==> config.mk <==
export PLATFORM = sky130hd
export DESIGN_NAME = sfp_device_flat
export DESIGN_NICKNAME = d
export VERILOG_FILES = /design/src/logic/sfp_pkg.sv /design/src/logic/sfp_if.sv /design/src/logic/sfp_device.sv /design/src/flat_wrapper.sv
export SDC_FILE = /design/constraint.sdc
export NUM_CORES = 1
export LEC_CHECK = 0
export ABC_AREA = 1
export ABC_CLOCK_PERIOD_IN_PS = 1700
export BUFFER_PORTS_ARGS = -buffer_cell sky130_fd_sc_hd__buf_2
export CAP_MARGIN = 20
export CORE_UTILIZATION = 26
export CTS_BUF_LIST = sky130_fd_sc_hd__clkbuf_4
export DETAILED_ROUTE_END_ITERATION = 7
export PLACE_DENSITY = 0.47
export SYNTH_ARGS = -nofsm -noshare
export SYNTH_HDL_FRONTEND = slang
export SYNTH_SLANG_ARGS = --single-unit
export TNS_END_PERCENT = 30
==> constraint.sdc <==
create_clock -name clk -period 1.7 [get_ports clk]
set_input_delay 0.255 -clock clk [delete_from_list [all_inputs] [get_ports clk]]
set_output_delay 0.255 -clock clk [all_outputs]
set_load 0.01 [all_outputs]
==> src/logic/sfp_pkg.sv <==
// package for the serial flash command port: opcodes, sizes, timing counts
// assumes both ends and the bench import it
package sfp_pkg;
	// ------------------------------------------------------------
	// opcodes
	// ------------------------------------------------------------
	localparam logic [7:0] OP_ARRAY_READ_LEGACY = 8'hE8;
	localparam logic [7:0] OP_ARRAY_READ_FAST = 8'h0B;
	localparam logic [7:0] OP_ARRAY_READ_SLOW = 8'h03;
	localparam logic [7:0] OP_PAGE_READ = 8'hD2;
	localparam logic [7:0] OP_BUF1_READ_FAST = 8'hD4;
	localparam logic [7:0] OP_BUF2_READ_FAST = 8'hD6;
	localparam logic [7:0] OP_BUF1_READ_SLOW = 8'hD1;
	localparam logic [7:0] OP_BUF2_READ_SLOW = 8'hD3;
	localparam logic [7:0] OP_PROT_READ = 8'h32;
	localparam logic [7:0] OP_LOCK_READ = 8'h35;
	localparam logic [7:0] OP_SECURITY_READ = 8'h77;
	localparam logic [7:0] OP_STATUS_READ = 8'hD7;
	localparam logic [7:0] OP_ID_READ = 8'h9F;
	localparam logic [7:0] OP_BUF1_WRITE = 8'h84;
	localparam logic [7:0] OP_BUF2_WRITE = 8'h87;
	localparam logic [7:0] OP_PROG_THRU_BUF1 = 8'h82;
	localparam logic [7:0] OP_PROG_THRU_BUF2 = 8'h85;
	localparam logic [7:0] OP_BUF1_TO_PAGE = 8'h83;
	localparam logic [7:0] OP_BUF2_TO_PAGE = 8'h86;
	// ------------------------------------------------------------
	// command classes
	// ------------------------------------------------------------
	typedef enum logic [3:0] {
		SFP_CMD_NONE = 4'h0,
		SFP_CMD_ARRAY_READ = 4'h1,
		SFP_CMD_PAGE_READ = 4'h2,
		SFP_CMD_BUF_READ = 4'h3,
		SFP_CMD_REG_READ = 4'h4,
		SFP_CMD_STATUS = 4'h5,
		SFP_CMD_ID = 4'h6,
		SFP_CMD_BUF_WRITE = 4'h7,
		SFP_CMD_PROG_THRU = 4'h8,
		SFP_CMD_BUF_TO_PAGE = 4'h9
	} sfp_cmd_e;
	// ------------------------------------------------------------
	// sizes and timing
	// ------------------------------------------------------------
	localparam int PAGE_SIZE_LARGE = 528;
	localparam int PAGE_SIZE_BINARY = 512;
	localparam int REFRESH_SPAN = 20000;
	localparam int CLK_MHZ = 125;
	localparam int SCK_MAX_MHZ = 66;
	// host half period in clk cycles, rounded up so sck stays at or under the maximum
	localparam int SCK_HALF_CYC = (CLK_MHZ + 2 * SCK_MAX_MHZ - 1) / (2 * SCK_MAX_MHZ);
	localparam int HOST_HALF_CYC = 4;
	localparam int BUF_DEPTH = 2;

	function automatic sfp_cmd_e sfp_decode(input logic [7:0] op);
		case (op)
			OP_ARRAY_READ_LEGACY, OP_ARRAY_READ_FAST, OP_ARRAY_READ_SLOW: sfp_decode = SFP_CMD_ARRAY_READ;
			OP_PAGE_READ: sfp_decode = SFP_CMD_PAGE_READ;
			OP_BUF1_READ_FAST, OP_BUF2_READ_FAST, OP_BUF1_READ_SLOW, OP_BUF2_READ_SLOW: sfp_decode = SFP_CMD_BUF_READ;
			OP_PROT_READ, OP_LOCK_READ, OP_SECURITY_READ: sfp_decode = SFP_CMD_REG_READ;
			OP_STATUS_READ: sfp_decode = SFP_CMD_STATUS;
			OP_ID_READ: sfp_decode = SFP_CMD_ID;
			OP_BUF1_WRITE, OP_BUF2_WRITE: sfp_decode = SFP_CMD_BUF_WRITE;
			OP_PROG_THRU_BUF1, OP_PROG_THRU_BUF2: sfp_decode = SFP_CMD_PROG_THRU;
			OP_BUF1_TO_PAGE, OP_BUF2_TO_PAGE: sfp_decode = SFP_CMD_BUF_TO_PAGE;
			default: sfp_decode = SFP_CMD_NONE;
		endcase
	endfunction : sfp_decode
endpackage : sfp_pkg

==> src/logic/sfp_if.sv <==
// interface joining host and device ends of the serial flash port
// assumes the bench supplies nothing but instantiation
`timescale 1ns/1ns
`default_nettype none
interface sfp_if;
	logic cs_n;
	logic sck;
	logic si;
	logic so;
	logic so_oe;
	logic reset_pin_n;
	wire so_wire;
	// released serial output reads high, as with a pull-up
	assign so_wire = so_oe ? so : 1'b1;
	modport device (
		input cs_n,
		input sck,
		input si,
		input reset_pin_n,
		output so,
		output so_oe
	);
	modport host (
		output cs_n,
		output sck,
		output si,
		output reset_pin_n,
		input so_wire
	);
endinterface : sfp_if
`default_nettype wire

==> src/logic/sfp_device.sv <==
// device end of the serial flash command port
// assumes the host keeps its own timing; pins are asynchronous to clk
// Contract
// - sample si rising sck, shift so falling
// - host drives rising, latches next falling
// - accept mode 0 or mode 3 idle clock
// - output valid in low phase after fall
// - first bit placed falling, response follows opcode
// - host holds chip select high before reset
// - decode three continuous array read opcodes
// - decode main memory page read opcode
// - decode fast and slow buffer read opcodes
// - decode protection, lockdown, security register reads
// - decode status and identification read opcodes
// - decode program-through and buffer-to-page writes
// - host rewrites each sector page in span
// - host refreshes page named by pointer
// - large page unless binary variant strap
`timescale 1ns/1ns
`default_nettype none
module sfp_device #(
	parameter int DATA_W = 8
) (
	input wire logic clk,
	input wire logic reset_n,
	input wire logic clk_en,
	sfp_if.device link,
	input wire logic binary_page_strap,
	output logic [3:0] cmd_class,
	output logic cmd_valid,
	output logic [DATA_W-1:0] rx_data,
	output logic rx_valid,
	input wire logic rx_ready,
	input wire logic [DATA_W-1:0] tx_data,
	input wire logic tx_valid,
	output logic tx_ready,
	output logic frame_active,
	output logic page_binary
);
	import sfp_pkg::*;
	// ------------------------------------------------------------
	// pin synchronisers
	// ------------------------------------------------------------
	logic [1:0] cs_sync_r, sck_sync_r, si_sync_r, rst_sync_r;
	logic sck_prev_r;
	always_ff @(posedge clk or negedge reset_n) begin
		if (!reset_n) begin
			cs_sync_r <= 2'h3;
			sck_sync_r <= 2'h0;
			si_sync_r <= 2'h0;
			rst_sync_r <= 2'h0;
			sck_prev_r <= 1'b0;
		end else if (clk_en) begin
			cs_sync_r <= {cs_sync_r[0], link.cs_n};
			sck_sync_r <= {sck_sync_r[0], link.sck};
			si_sync_r <= {si_sync_r[0], link.si};
			rst_sync_r <= {rst_sync_r[0], link.reset_pin_n};
			sck_prev_r <= sck_sync_r[1];
		end
	end
	wire logic cs_act = !cs_sync_r[1] && rst_sync_r[1];
	// edges seen only inside a frame; in mode 3 the idle-high clock gives no rise at cs fall
	wire logic sck_rise = cs_act && sck_sync_r[1] && !sck_prev_r;
	wire logic sck_fall = cs_act && !sck_sync_r[1] && sck_prev_r;
	// ------------------------------------------------------------
	// page size strap, caught after reset release
	// ------------------------------------------------------------
	logic strap_done_r;
	logic page_binary_r;
	always_ff @(posedge clk or negedge reset_n) begin
		if (!reset_n) begin
			strap_done_r <= 1'b0;
			page_binary_r <= 1'b0;
		end else if (clk_en && !strap_done_r) begin
			strap_done_r <= 1'b1;
			page_binary_r <= binary_page_strap;
		end
	end
	assign page_binary = page_binary_r;
	// ------------------------------------------------------------
	// receive shifter
	// ------------------------------------------------------------
	logic [DATA_W-1:0] shift_in_r;
	logic [$clog2(DATA_W)-1:0] bit_cnt_r;
	logic first_byte_r;
	logic byte_done_r;
	logic [DATA_W-1:0] byte_r;
	always_ff @(posedge clk or negedge reset_n) begin
		if (!reset_n) begin
			shift_in_r <= '0;
			bit_cnt_r <= '0;
			first_byte_r <= 1'b1;
			byte_done_r <= 1'b0;
			byte_r <= '0;
		end else if (clk_en) begin
			byte_done_r <= 1'b0;
			if (!cs_act) begin
				bit_cnt_r <= '0;
				first_byte_r <= 1'b1;
			end else if (sck_rise) begin
				shift_in_r <= {shift_in_r[DATA_W-2:0], si_sync_r[1]};
				bit_cnt_r <= bit_cnt_r + 1'b1;
				if (bit_cnt_r == $clog2(DATA_W)'(DATA_W - 1)) begin
					byte_r <= {shift_in_r[DATA_W-2:0], si_sync_r[1]};
					byte_done_r <= 1'b1;
				end
			end
			if (byte_done_r)
				first_byte_r <= 1'b0;
		end
	end
	// ------------------------------------------------------------
	// opcode decode
	// ------------------------------------------------------------
	logic [3:0] cmd_class_r;
	logic cmd_valid_r;
	always_ff @(posedge clk or negedge reset_n) begin
		if (!reset_n) begin
			cmd_class_r <= SFP_CMD_NONE;
			cmd_valid_r <= 1'b0;
		end else if (clk_en) begin
			cmd_valid_r <= byte_done_r && first_byte_r;
			if (byte_done_r && first_byte_r)
				cmd_class_r <= sfp_decode(byte_r);
			else if (!cs_act)
				cmd_class_r <= SFP_CMD_NONE;
		end
	end
	assign cmd_class = cmd_class_r;
	assign cmd_valid = cmd_valid_r;
	// ------------------------------------------------------------
	// two-entry receive buffer; a stall drops nothing but the newest byte past two
	// ------------------------------------------------------------
	logic [DATA_W-1:0] rbuf_r [BUF_DEPTH];
	logic rwp_r, rrp_r;
	logic [1:0] rcnt_r;
	logic rx_valid_r;
	wire logic rpush = byte_done_r && !first_byte_r && rcnt_r != 2'(BUF_DEPTH);
	wire logic rpop = rx_valid_r && rx_ready;
	wire logic [1:0] rcnt_nxt = rcnt_r + 2'(rpush) - 2'(rpop);
	always_ff @(posedge clk or negedge reset_n) begin
		if (!reset_n) begin
			rwp_r <= 1'b0;
			rrp_r <= 1'b0;
			rcnt_r <= 2'h0;
			rx_valid_r <= 1'b0;
			rbuf_r[0] <= '0;
			rbuf_r[1] <= '0;
		end else if (clk_en) begin
			if (rpush) begin
				rbuf_r[rwp_r] <= byte_r;
				rwp_r <= !rwp_r;
			end
			if (rpop)
				rrp_r <= !rrp_r;
			rcnt_r <= rcnt_nxt;
			rx_valid_r <= rcnt_nxt != 2'h0;
		end
	end
	assign rx_valid = rx_valid_r;
	assign rx_data = rbuf_r[rrp_r];
	// ------------------------------------------------------------
	// transmit: load once the opcode decodes to a class, shift on falling edges
	// ------------------------------------------------------------
	logic [DATA_W-1:0] shift_out_r;
	logic [$clog2(DATA_W)-1:0] out_cnt_r;
	logic out_loaded_r;
	logic so_r, so_oe_r;
	logic tx_ready_r;
	always_ff @(posedge clk or negedge reset_n) begin
		if (!reset_n) begin
			shift_out_r <= '0;
			out_cnt_r <= '0;
			out_loaded_r <= 1'b0;
			so_r <= 1'b0;
			so_oe_r <= 1'b0;
			tx_ready_r <= 1'b0;
		end else if (clk_en) begin
			tx_ready_r <= 1'b0;
			if (!cs_act) begin
				so_oe_r <= 1'b0;
				out_loaded_r <= 1'b0;
				out_cnt_r <= '0;
			end else begin
				if (!out_loaded_r && tx_valid && !tx_ready_r && cmd_class_r != SFP_CMD_NONE) begin
					shift_out_r <= tx_data;
					out_loaded_r <= 1'b1;
					tx_ready_r <= 1'b1;
				end
				if (sck_fall && out_loaded_r) begin
					so_r <= shift_out_r[DATA_W-1];
					so_oe_r <= 1'b1;
					shift_out_r <= {shift_out_r[DATA_W-2:0], 1'b0};
					out_cnt_r <= out_cnt_r + 1'b1;
					if (out_cnt_r == $clog2(DATA_W)'(DATA_W - 1))
						out_loaded_r <= 1'b0;
				end
			end
		end
	end
	assign link.so = so_r;
	assign link.so_oe = so_oe_r;
	assign tx_ready = tx_ready_r;
	logic frame_active_r;
	always_ff @(posedge clk or negedge reset_n) begin
		if (!reset_n)
			frame_active_r <= 1'b0;
		else if (clk_en)
			frame_active_r <= !cs_sync_r[1];
	end
	assign frame_active = frame_active_r;
endmodule : sfp_device
`default_nettype wire

==> src/flat_wrapper.sv <==
// flat-port wrapper written by rule: the top's interface ports become plain ports
module sfp_device_flat import sfp_pkg::*;
#(
	parameter int DATA_W = 8
)
  (clk, reset_n, clk_en, binary_page_strap, cmd_class, cmd_valid, rx_data, rx_valid, rx_ready, tx_data, tx_valid, tx_ready, frame_active, page_binary, link_cs_n, link_sck, link_si, link_reset_pin_n, link_so, link_so_oe);
  sfp_if link_i ();
  input wire logic clk;
  input wire logic reset_n;
  input wire logic clk_en;
  input wire logic binary_page_strap;
  output logic [3:0] cmd_class;
  output logic cmd_valid;
  output logic [DATA_W-1:0] rx_data;
  output logic rx_valid;
  input wire logic rx_ready;
  input wire logic [DATA_W-1:0] tx_data;
  input wire logic tx_valid;
  output logic tx_ready;
  output logic frame_active;
  output logic page_binary;
  input wire logic [$bits(link_i.cs_n)-1:0] link_cs_n;
  input wire logic [$bits(link_i.sck)-1:0] link_sck;
  input wire logic [$bits(link_i.si)-1:0] link_si;
  input wire logic [$bits(link_i.reset_pin_n)-1:0] link_reset_pin_n;
  output wire logic [$bits(link_i.so)-1:0] link_so;
  output wire logic [$bits(link_i.so_oe)-1:0] link_so_oe;
  assign link_i.cs_n = link_cs_n;
  assign link_i.sck = link_sck;
  assign link_i.si = link_si;
  assign link_i.reset_pin_n = link_reset_pin_n;
  assign link_so = link_i.so;
  assign link_so_oe = link_i.so_oe;
  sfp_device #(.DATA_W(DATA_W)) u_core (.clk(clk), .reset_n(reset_n), .clk_en(clk_en), .link(link_i), .binary_page_strap(binary_page_strap), .cmd_class(cmd_class), .cmd_valid(cmd_valid), .rx_data(rx_data), .rx_valid(rx_valid), .rx_ready(rx_ready), .tx_data(tx_data), .tx_valid(tx_valid), .tx_ready(tx_ready), .frame_active(frame_active), .page_binary(page_binary));
endmodule
### Word level (Yosys, flattened, before mapping)

Cells that the tools add are included.

| cells by class | value |
|---|---|
| $lt $le $gt $ge | 3 |
| bitwise gates (word level) | 2 |
| add/subtract/negate cells | 4 |
| reduce and logical (&&, ||, !) cells | 43 |
| mux-type cells | 28 |
| eq/ne operators | 26 |

Operators with widths:

| operator | count |
|---|---|
| $eq 8x8->1 const B | 14 |
| $mux 8 | 6 |
| $pmux 4 s9 | 1 |
| $bwmux 16 | 1 |
| $eq 8x6->1 const B | 2 |
| $logic_and 1x1->1 | 15 |
| $mux 1 | 13 |
| $mux 3 | 4 |
| $reduce_and 2->1 | 6 |
| $ne 2x2->1 const B | 5 |
| $logic_not 1->1 | 9 |
| $reduce_and 3->1 | 3 |
| $demux 8 s1 | 1 |
| $eq 8x2->1 const B | 1 |
| $eq 8x4->1 const B | 1 |
| $eq 8x7->1 const B | 1 |
| $mux 4 | 2 |
| $add 3x1->3 const B | 2 |
| $eq 3x3->1 const B | 2 |
| $reduce_or 2->1 | 3 |
| $reduce_or 3->1 | 2 |
| $ge 2x2->1 const B | 2 |
| $not 1->2 | 2 |
| $reduce_and 4->1 | 1 |
| other kinds (6) | 7 |

| word-level totals | value |
|---|---|
| word-level logic and storage cells | 133 |
| flip-flop bits (word level) | 73 |
| input bits | 18 |

### Logic depth before layout (Yosys ltp)

| logic depth | value |
|---|---|
| depth in word-level cells | 8 |
| gate-level depth with buffers | 10 |
| depth with buffers taken out | 9 |

### Worst setup path after synthesis

No wires, ideal clock.

| timing path | value |
|---|---|
| path kind | register to register |
| start | register u_core.cs_sync_r[1] |
| end | register u_core.shift_out_r[6] |
| period minus slack after synthesis | 1.368 ns |
| stages on the path, launching flop included | 9 |
| data arrival time | 1.250 ns |
| path slack | 0.332 ns |
| setup time | 0.117 ns |
| path through | dfstp_2 -> inv_1 -> nand2_1 -> inv_1 -> nand3_1 -> nand2_2 -> buf_8 -> nand2_1 -> o21ai_2 |

| on the way | value |
|---|---|
| longest elaborated chain between the ends | 7 |
| elaborated cells between the ends (all ways) | 8 |
| classes of those cells | mux (1); reduce/logical (7) |

Ends and longest elaborated chain:

| item | line | RTL |
|---|---|---|
| start, declared | sfp_device.sv:44 | `logic [1:0] cs_sync_r, sck_sync_r, si_sync_r, rst_sync_r;` |
| start signal, assigned | sfp_device.sv:54 | `cs_sync_r <= {cs_sync_r[0], link.cs_n};` |
| $logic_not 1->1 * | sfp_device.sv:61 | `wire logic cs_act = !cs_sync_r[1] && rst_sync_r[1];` |
| $logic_and 1x1->1 * | sfp_device.sv:61 |  |
| $logic_and 1x1->1 (2 in a row) | sfp_device.sv:64 | `wire logic sck_fall = cs_act && !sck_sync_r[1] && sck_prev_r;` |
| $logic_and 1x1->1 | sfp_device.sv:190 | `if (sck_fall && out_loaded_r) begin` |
| $reduce_bool 2->1 (no source line) | - |  |
| $reduce_and 3->1 (no source line) | - |  |
| end signal, assigned | sfp_device.sv:186 | `shift_out_r <= tx_data;` |
| end signal, assigned | sfp_device.sv:193 | `shift_out_r <= {shift_out_r[DATA_W-2:0], 1'b0};` |
| end, declared | sfp_device.sv:165 | `logic [DATA_W-1:0] shift_out_r;` |

Mark *: on every way between the ends. The rest lies on a longest branch, timed or not.
A chain may end at the register's enable or synchronous reset.

### Worst setup path in the final report

| timing path | value |
|---|---|
| start | register u_core.rrp_r |
| end | output port rx_data[5] |

| on the way | value |
|---|---|
| longest elaborated chain between the ends | 4 |

Ends and longest elaborated chain:

| item | line | RTL |
|---|---|---|
| start, declared | sfp_device.sv:135 | `logic rwp_r, rrp_r;` |
| start signal, assigned | sfp_device.sv:155 | `rrp_r <= !rrp_r;` |
| $not 1->2 (not written as such) | sfp_device.sv:161 | `assign rx_data = rbuf_r[rrp_r];` |
| $mux 8 (not written as such) (3 in a row) | sfp_device.sv:161 |  |
| end, declared | flat_wrapper.sv:14 | `output logic [DATA_W-1:0] rx_data;` |

No other way between the ends. The select of a mux whose other input is x is not followed.

==> metrics.yaml <==
cts:
  cts_htree_levels: 3
  cts_tree: "built"
  cts_buffers: 9
  clkTransAtPathRegs_ns: 0.11
  cts_buffer_depth: 2
  cts-root-buf: "clkbuf_4"
  cts_num_sinks: 73
  worstSkewPairLatency_ns: 0.43
worst_setup_path:
  start_kind: "flop"
  crit_path_top_delay_cell: "dfrtp_2"
  required_ns: 1.44
  arrival_ns: 1.32
  crit_chain: "o21ai_0 > buf_2"
  worstSetupPathType: "flop to output port"
  end_kind: "output port"
  slowest_delay_ns: 0.52
  critPathMaxFanout: 17
grt:
  antenna_found_initial: 0
  grt_pass1_vias: 2583
  grt_pass1_wl_mm: 12.1
  grt_max_degree: 74
  grt-ovfl-total: 0
  track_usage_pct: 11.7
detailed_routing:
  wl_mm: 6.91
  drc: 0
  drtIter0Drc: 102
  drt_pass1_iterations: 4
  via_per_inst: 4.15
  final_antenna_net_count: 0
  vias: 2649
  wl_per_cell_um: 10.8
synth:
  ys_seq_elements: 73
  synth-main-ff-cell: "dfrtp_1"
  syn-mean-instance-area_um2: 8.16
  yosysMostFrequentCell: "nand2_1"
  synth-compound-area-share_pct: 11.1
  synth_cells: 417
  synth-xor-area-share_pct: 1.03
  yosys_warnings: 0
  synth_top_family_by_area: "simple AND/OR/NAND/NOR gates"
  synth_area_leader_cell: "dfrtp_1"
  seq_area_frac_synth_pct: 53.8
  synth_edf_count: 0
  muxShareOfSynthArea_pct: 0
  yosys.area_share.simple_pct: 24.3
  synth_area_leaders: "dfrtp_1, nand2_1, o21ai_0, inv_1, nor2_1"
  synth_area_um2: 3400
  syn-num-nets: 441
  synth_adder_area_share_pct: 2.21
  synth_top_area_share_pct: 51.5
  yosys-top-cells-count: "nand2_1, dfrtp_1, inv_1, o21ai_0, nor2_1"
  ys_types: 31
  async_flop_share_pct: 100
final_layout:
  utilization_pct: 31.1
  n_antenna_cell: 0
  fin_area_um2: 3950
  nNetsFinal: 486
  drive_above_1_share_pct: 15.0
  area_delta_synth_final_pct: 15.9
  finalNonFillerCells: 638
power:
  power_leakage_nw: 2.04
  pwr_density_cell_nw_per_um2: 889
  peakVddDrop_mv: 0.281
placement:
  preCtsSetupSlack_ns: 0.184
  dp_cells: 617
  gp_congestion: 0.838
  hpwl_mm: 4.94
  postPlaceCellArea_um2: 3770
  portBuffers: 36
sta:
  fin_ws_ns: 0.130
  setup_viol: 0
  min_period_ns: 1.57
  hold_viol: 0
  slew_headroom_pct: 73.4
  fin_tns_setup_ns: 0
  finClkSkew_ns: 0.0131
  fin_crit_sh_pct: 92.4
  fmaxAchievable_ghz: 0.637
  rsz0062_at_grt: "false"
  tightest_slew_ns: 0.398
  slew_violations: 0
die:
  die_area_um2: 13600
  io_pins: 37
  fp.dieW_um: 116
  fp.coreArea_um2: 12700
  rows: 41
  start_util_pct: 26.9
  die_h_um: 116
outcome:
  status: "finished clean"
run:
  maxCapViolCount: 0
worst_hold_path:
  hold_class: "input port to flop"
-- final cells by class --
type / count / area (um^2)
Tap cell: 172 / 215
Multi-Input combinational cell: 284 / 1310
Timing Repair Buffer: 47 / 288
Sequential cell: 73 / 1830
Fill cell: 1373 / 8730
Inverter: 47 / 179
Clock inverter: 6 / 50.0
Clock buffer: 9 / 67.6
-- kinds of logic (layout without fill, tap and decap cells) --
kind of cell	Yosys count	in the layout
XOR/XNOR	4	4
AND/OR/NAND/NOR	202	202
AO/OA/AOI/OAI	72	72
adder cells (fa/ha/maj)	6	6
flip-flops	73	73
buffers and inverters	60	109
-- where the power goes --
group / internal, mW / switching [mW]
logic: 0.242 / 0.311
clock network: 0.419 / 0.597
registers: 1.84 / 0.104
total: 2.50 / 1.01
-- worst max-delay path: cells and delay by family (launching register included) --
| family | cells | cell delay, ns |
|---|---|---|
| DFF | 1 | 0.52 |
| AOI/OAI and AO/OA | 1 | 0.20 |
| buffers and inverters | 1 | 0.16 |
-- per-stage QoR --
stage          power [mW]  hold WS, ns
6_report             3.51       0.0607
5_1_grt              3.73       0.0251
4_1_cts              3.57       0.0251
3_5_place_dp         2.52        0.319
3_3_place_gp         2.50        0.318
2_1_floorplan        2.28      -0.0406
-- registers in the layout, indices dropped and copies added, names as in the netlist, 3 cells and up --
name                cells
u_core.bit_cnt_r        3
u_core.byte_r           8
u_core.out_cnt_r        3
u_core.shift_out_r      8
u_core.shift_in_r       7
u_core.cmd_class        4
u_core.rbuf_r          16
-- routing by layer --
layer | wire length, um | track usage (%) | part of all wire, % | vias up
met2 | 2890 | 17.2 | 42 | 37
met1 | 3600 | 15.6 | 52 | 1192
met5 | 0 | 0 | 0 | -
met4 | 165 | 5.90 | 2.4 | 0
li1 | - | - | - | 1404
met3 | 256 | 3.48 | 3.7 | 16
-- final timing paths --
| kind | start | endpoint | slack, ns | cells past startpoint |
|---|---|---|---|---|
| worst max-delay path | u_core.rrp_r$_DFFE_PN0P_ | rx_data[5] | 0.13 | 2 |
| worst min-delay path | tx_data[0] | u_core.shift_out_r[0]$_DFFE_PN0P_ | 0.06 | 3 |
| worst max register to register | u_core.cs_sync_r[1]$_DFFE_PN1P_ | u_core.shift_out_r[0]$_DFFE_PN0P_ | 0.17 | 7 |
| worst min register to register | u_core.cs_sync_r[0]$_DFFE_PN1P_ | u_core.cs_sync_r[0]$_DFFE_PN1P_ | 0.47 | 2 |
| max in group asynchronous | reset_n | u_core.cs_sync_r[0]$_DFFE_PN1P_ | 0.97 | 3 |
| min in group asynchronous | reset_n | u_core.rbuf_r[2]$_DFFE_PN0P_ | 0.37 | 3 |
-- placed cells by master, fill, tap and decap left out, types with 4 or more instances in the layout --
cell type / synthesis / routed
dfrtp_1: 70 / 69
ha_1: 6 / 6
clkinv_1: 0 / 4
nand3_1: 12 / 12
clkbuf_4: 0 / 9
a21oi_1: 10 / 10
nor2_1: 30 / 30
o21ai_1: 12 / 12
buf_4: 2 / 5
inv_1: 45 / 45
dlygate4sd3_1: 0 / 5
buf_2: 5 / 36
o21ai_0: 45 / 45
nand2_1: 147 / 147
-- what timing repair did --
action	CTS	global route
resized for setup	1	0
setup endpoints to repair	8	1
buffers inserted	0	1
hold buffers	5	0
hold endpoints to repair	74	0
Note: power is estimated with default switching activity, not from simulation.
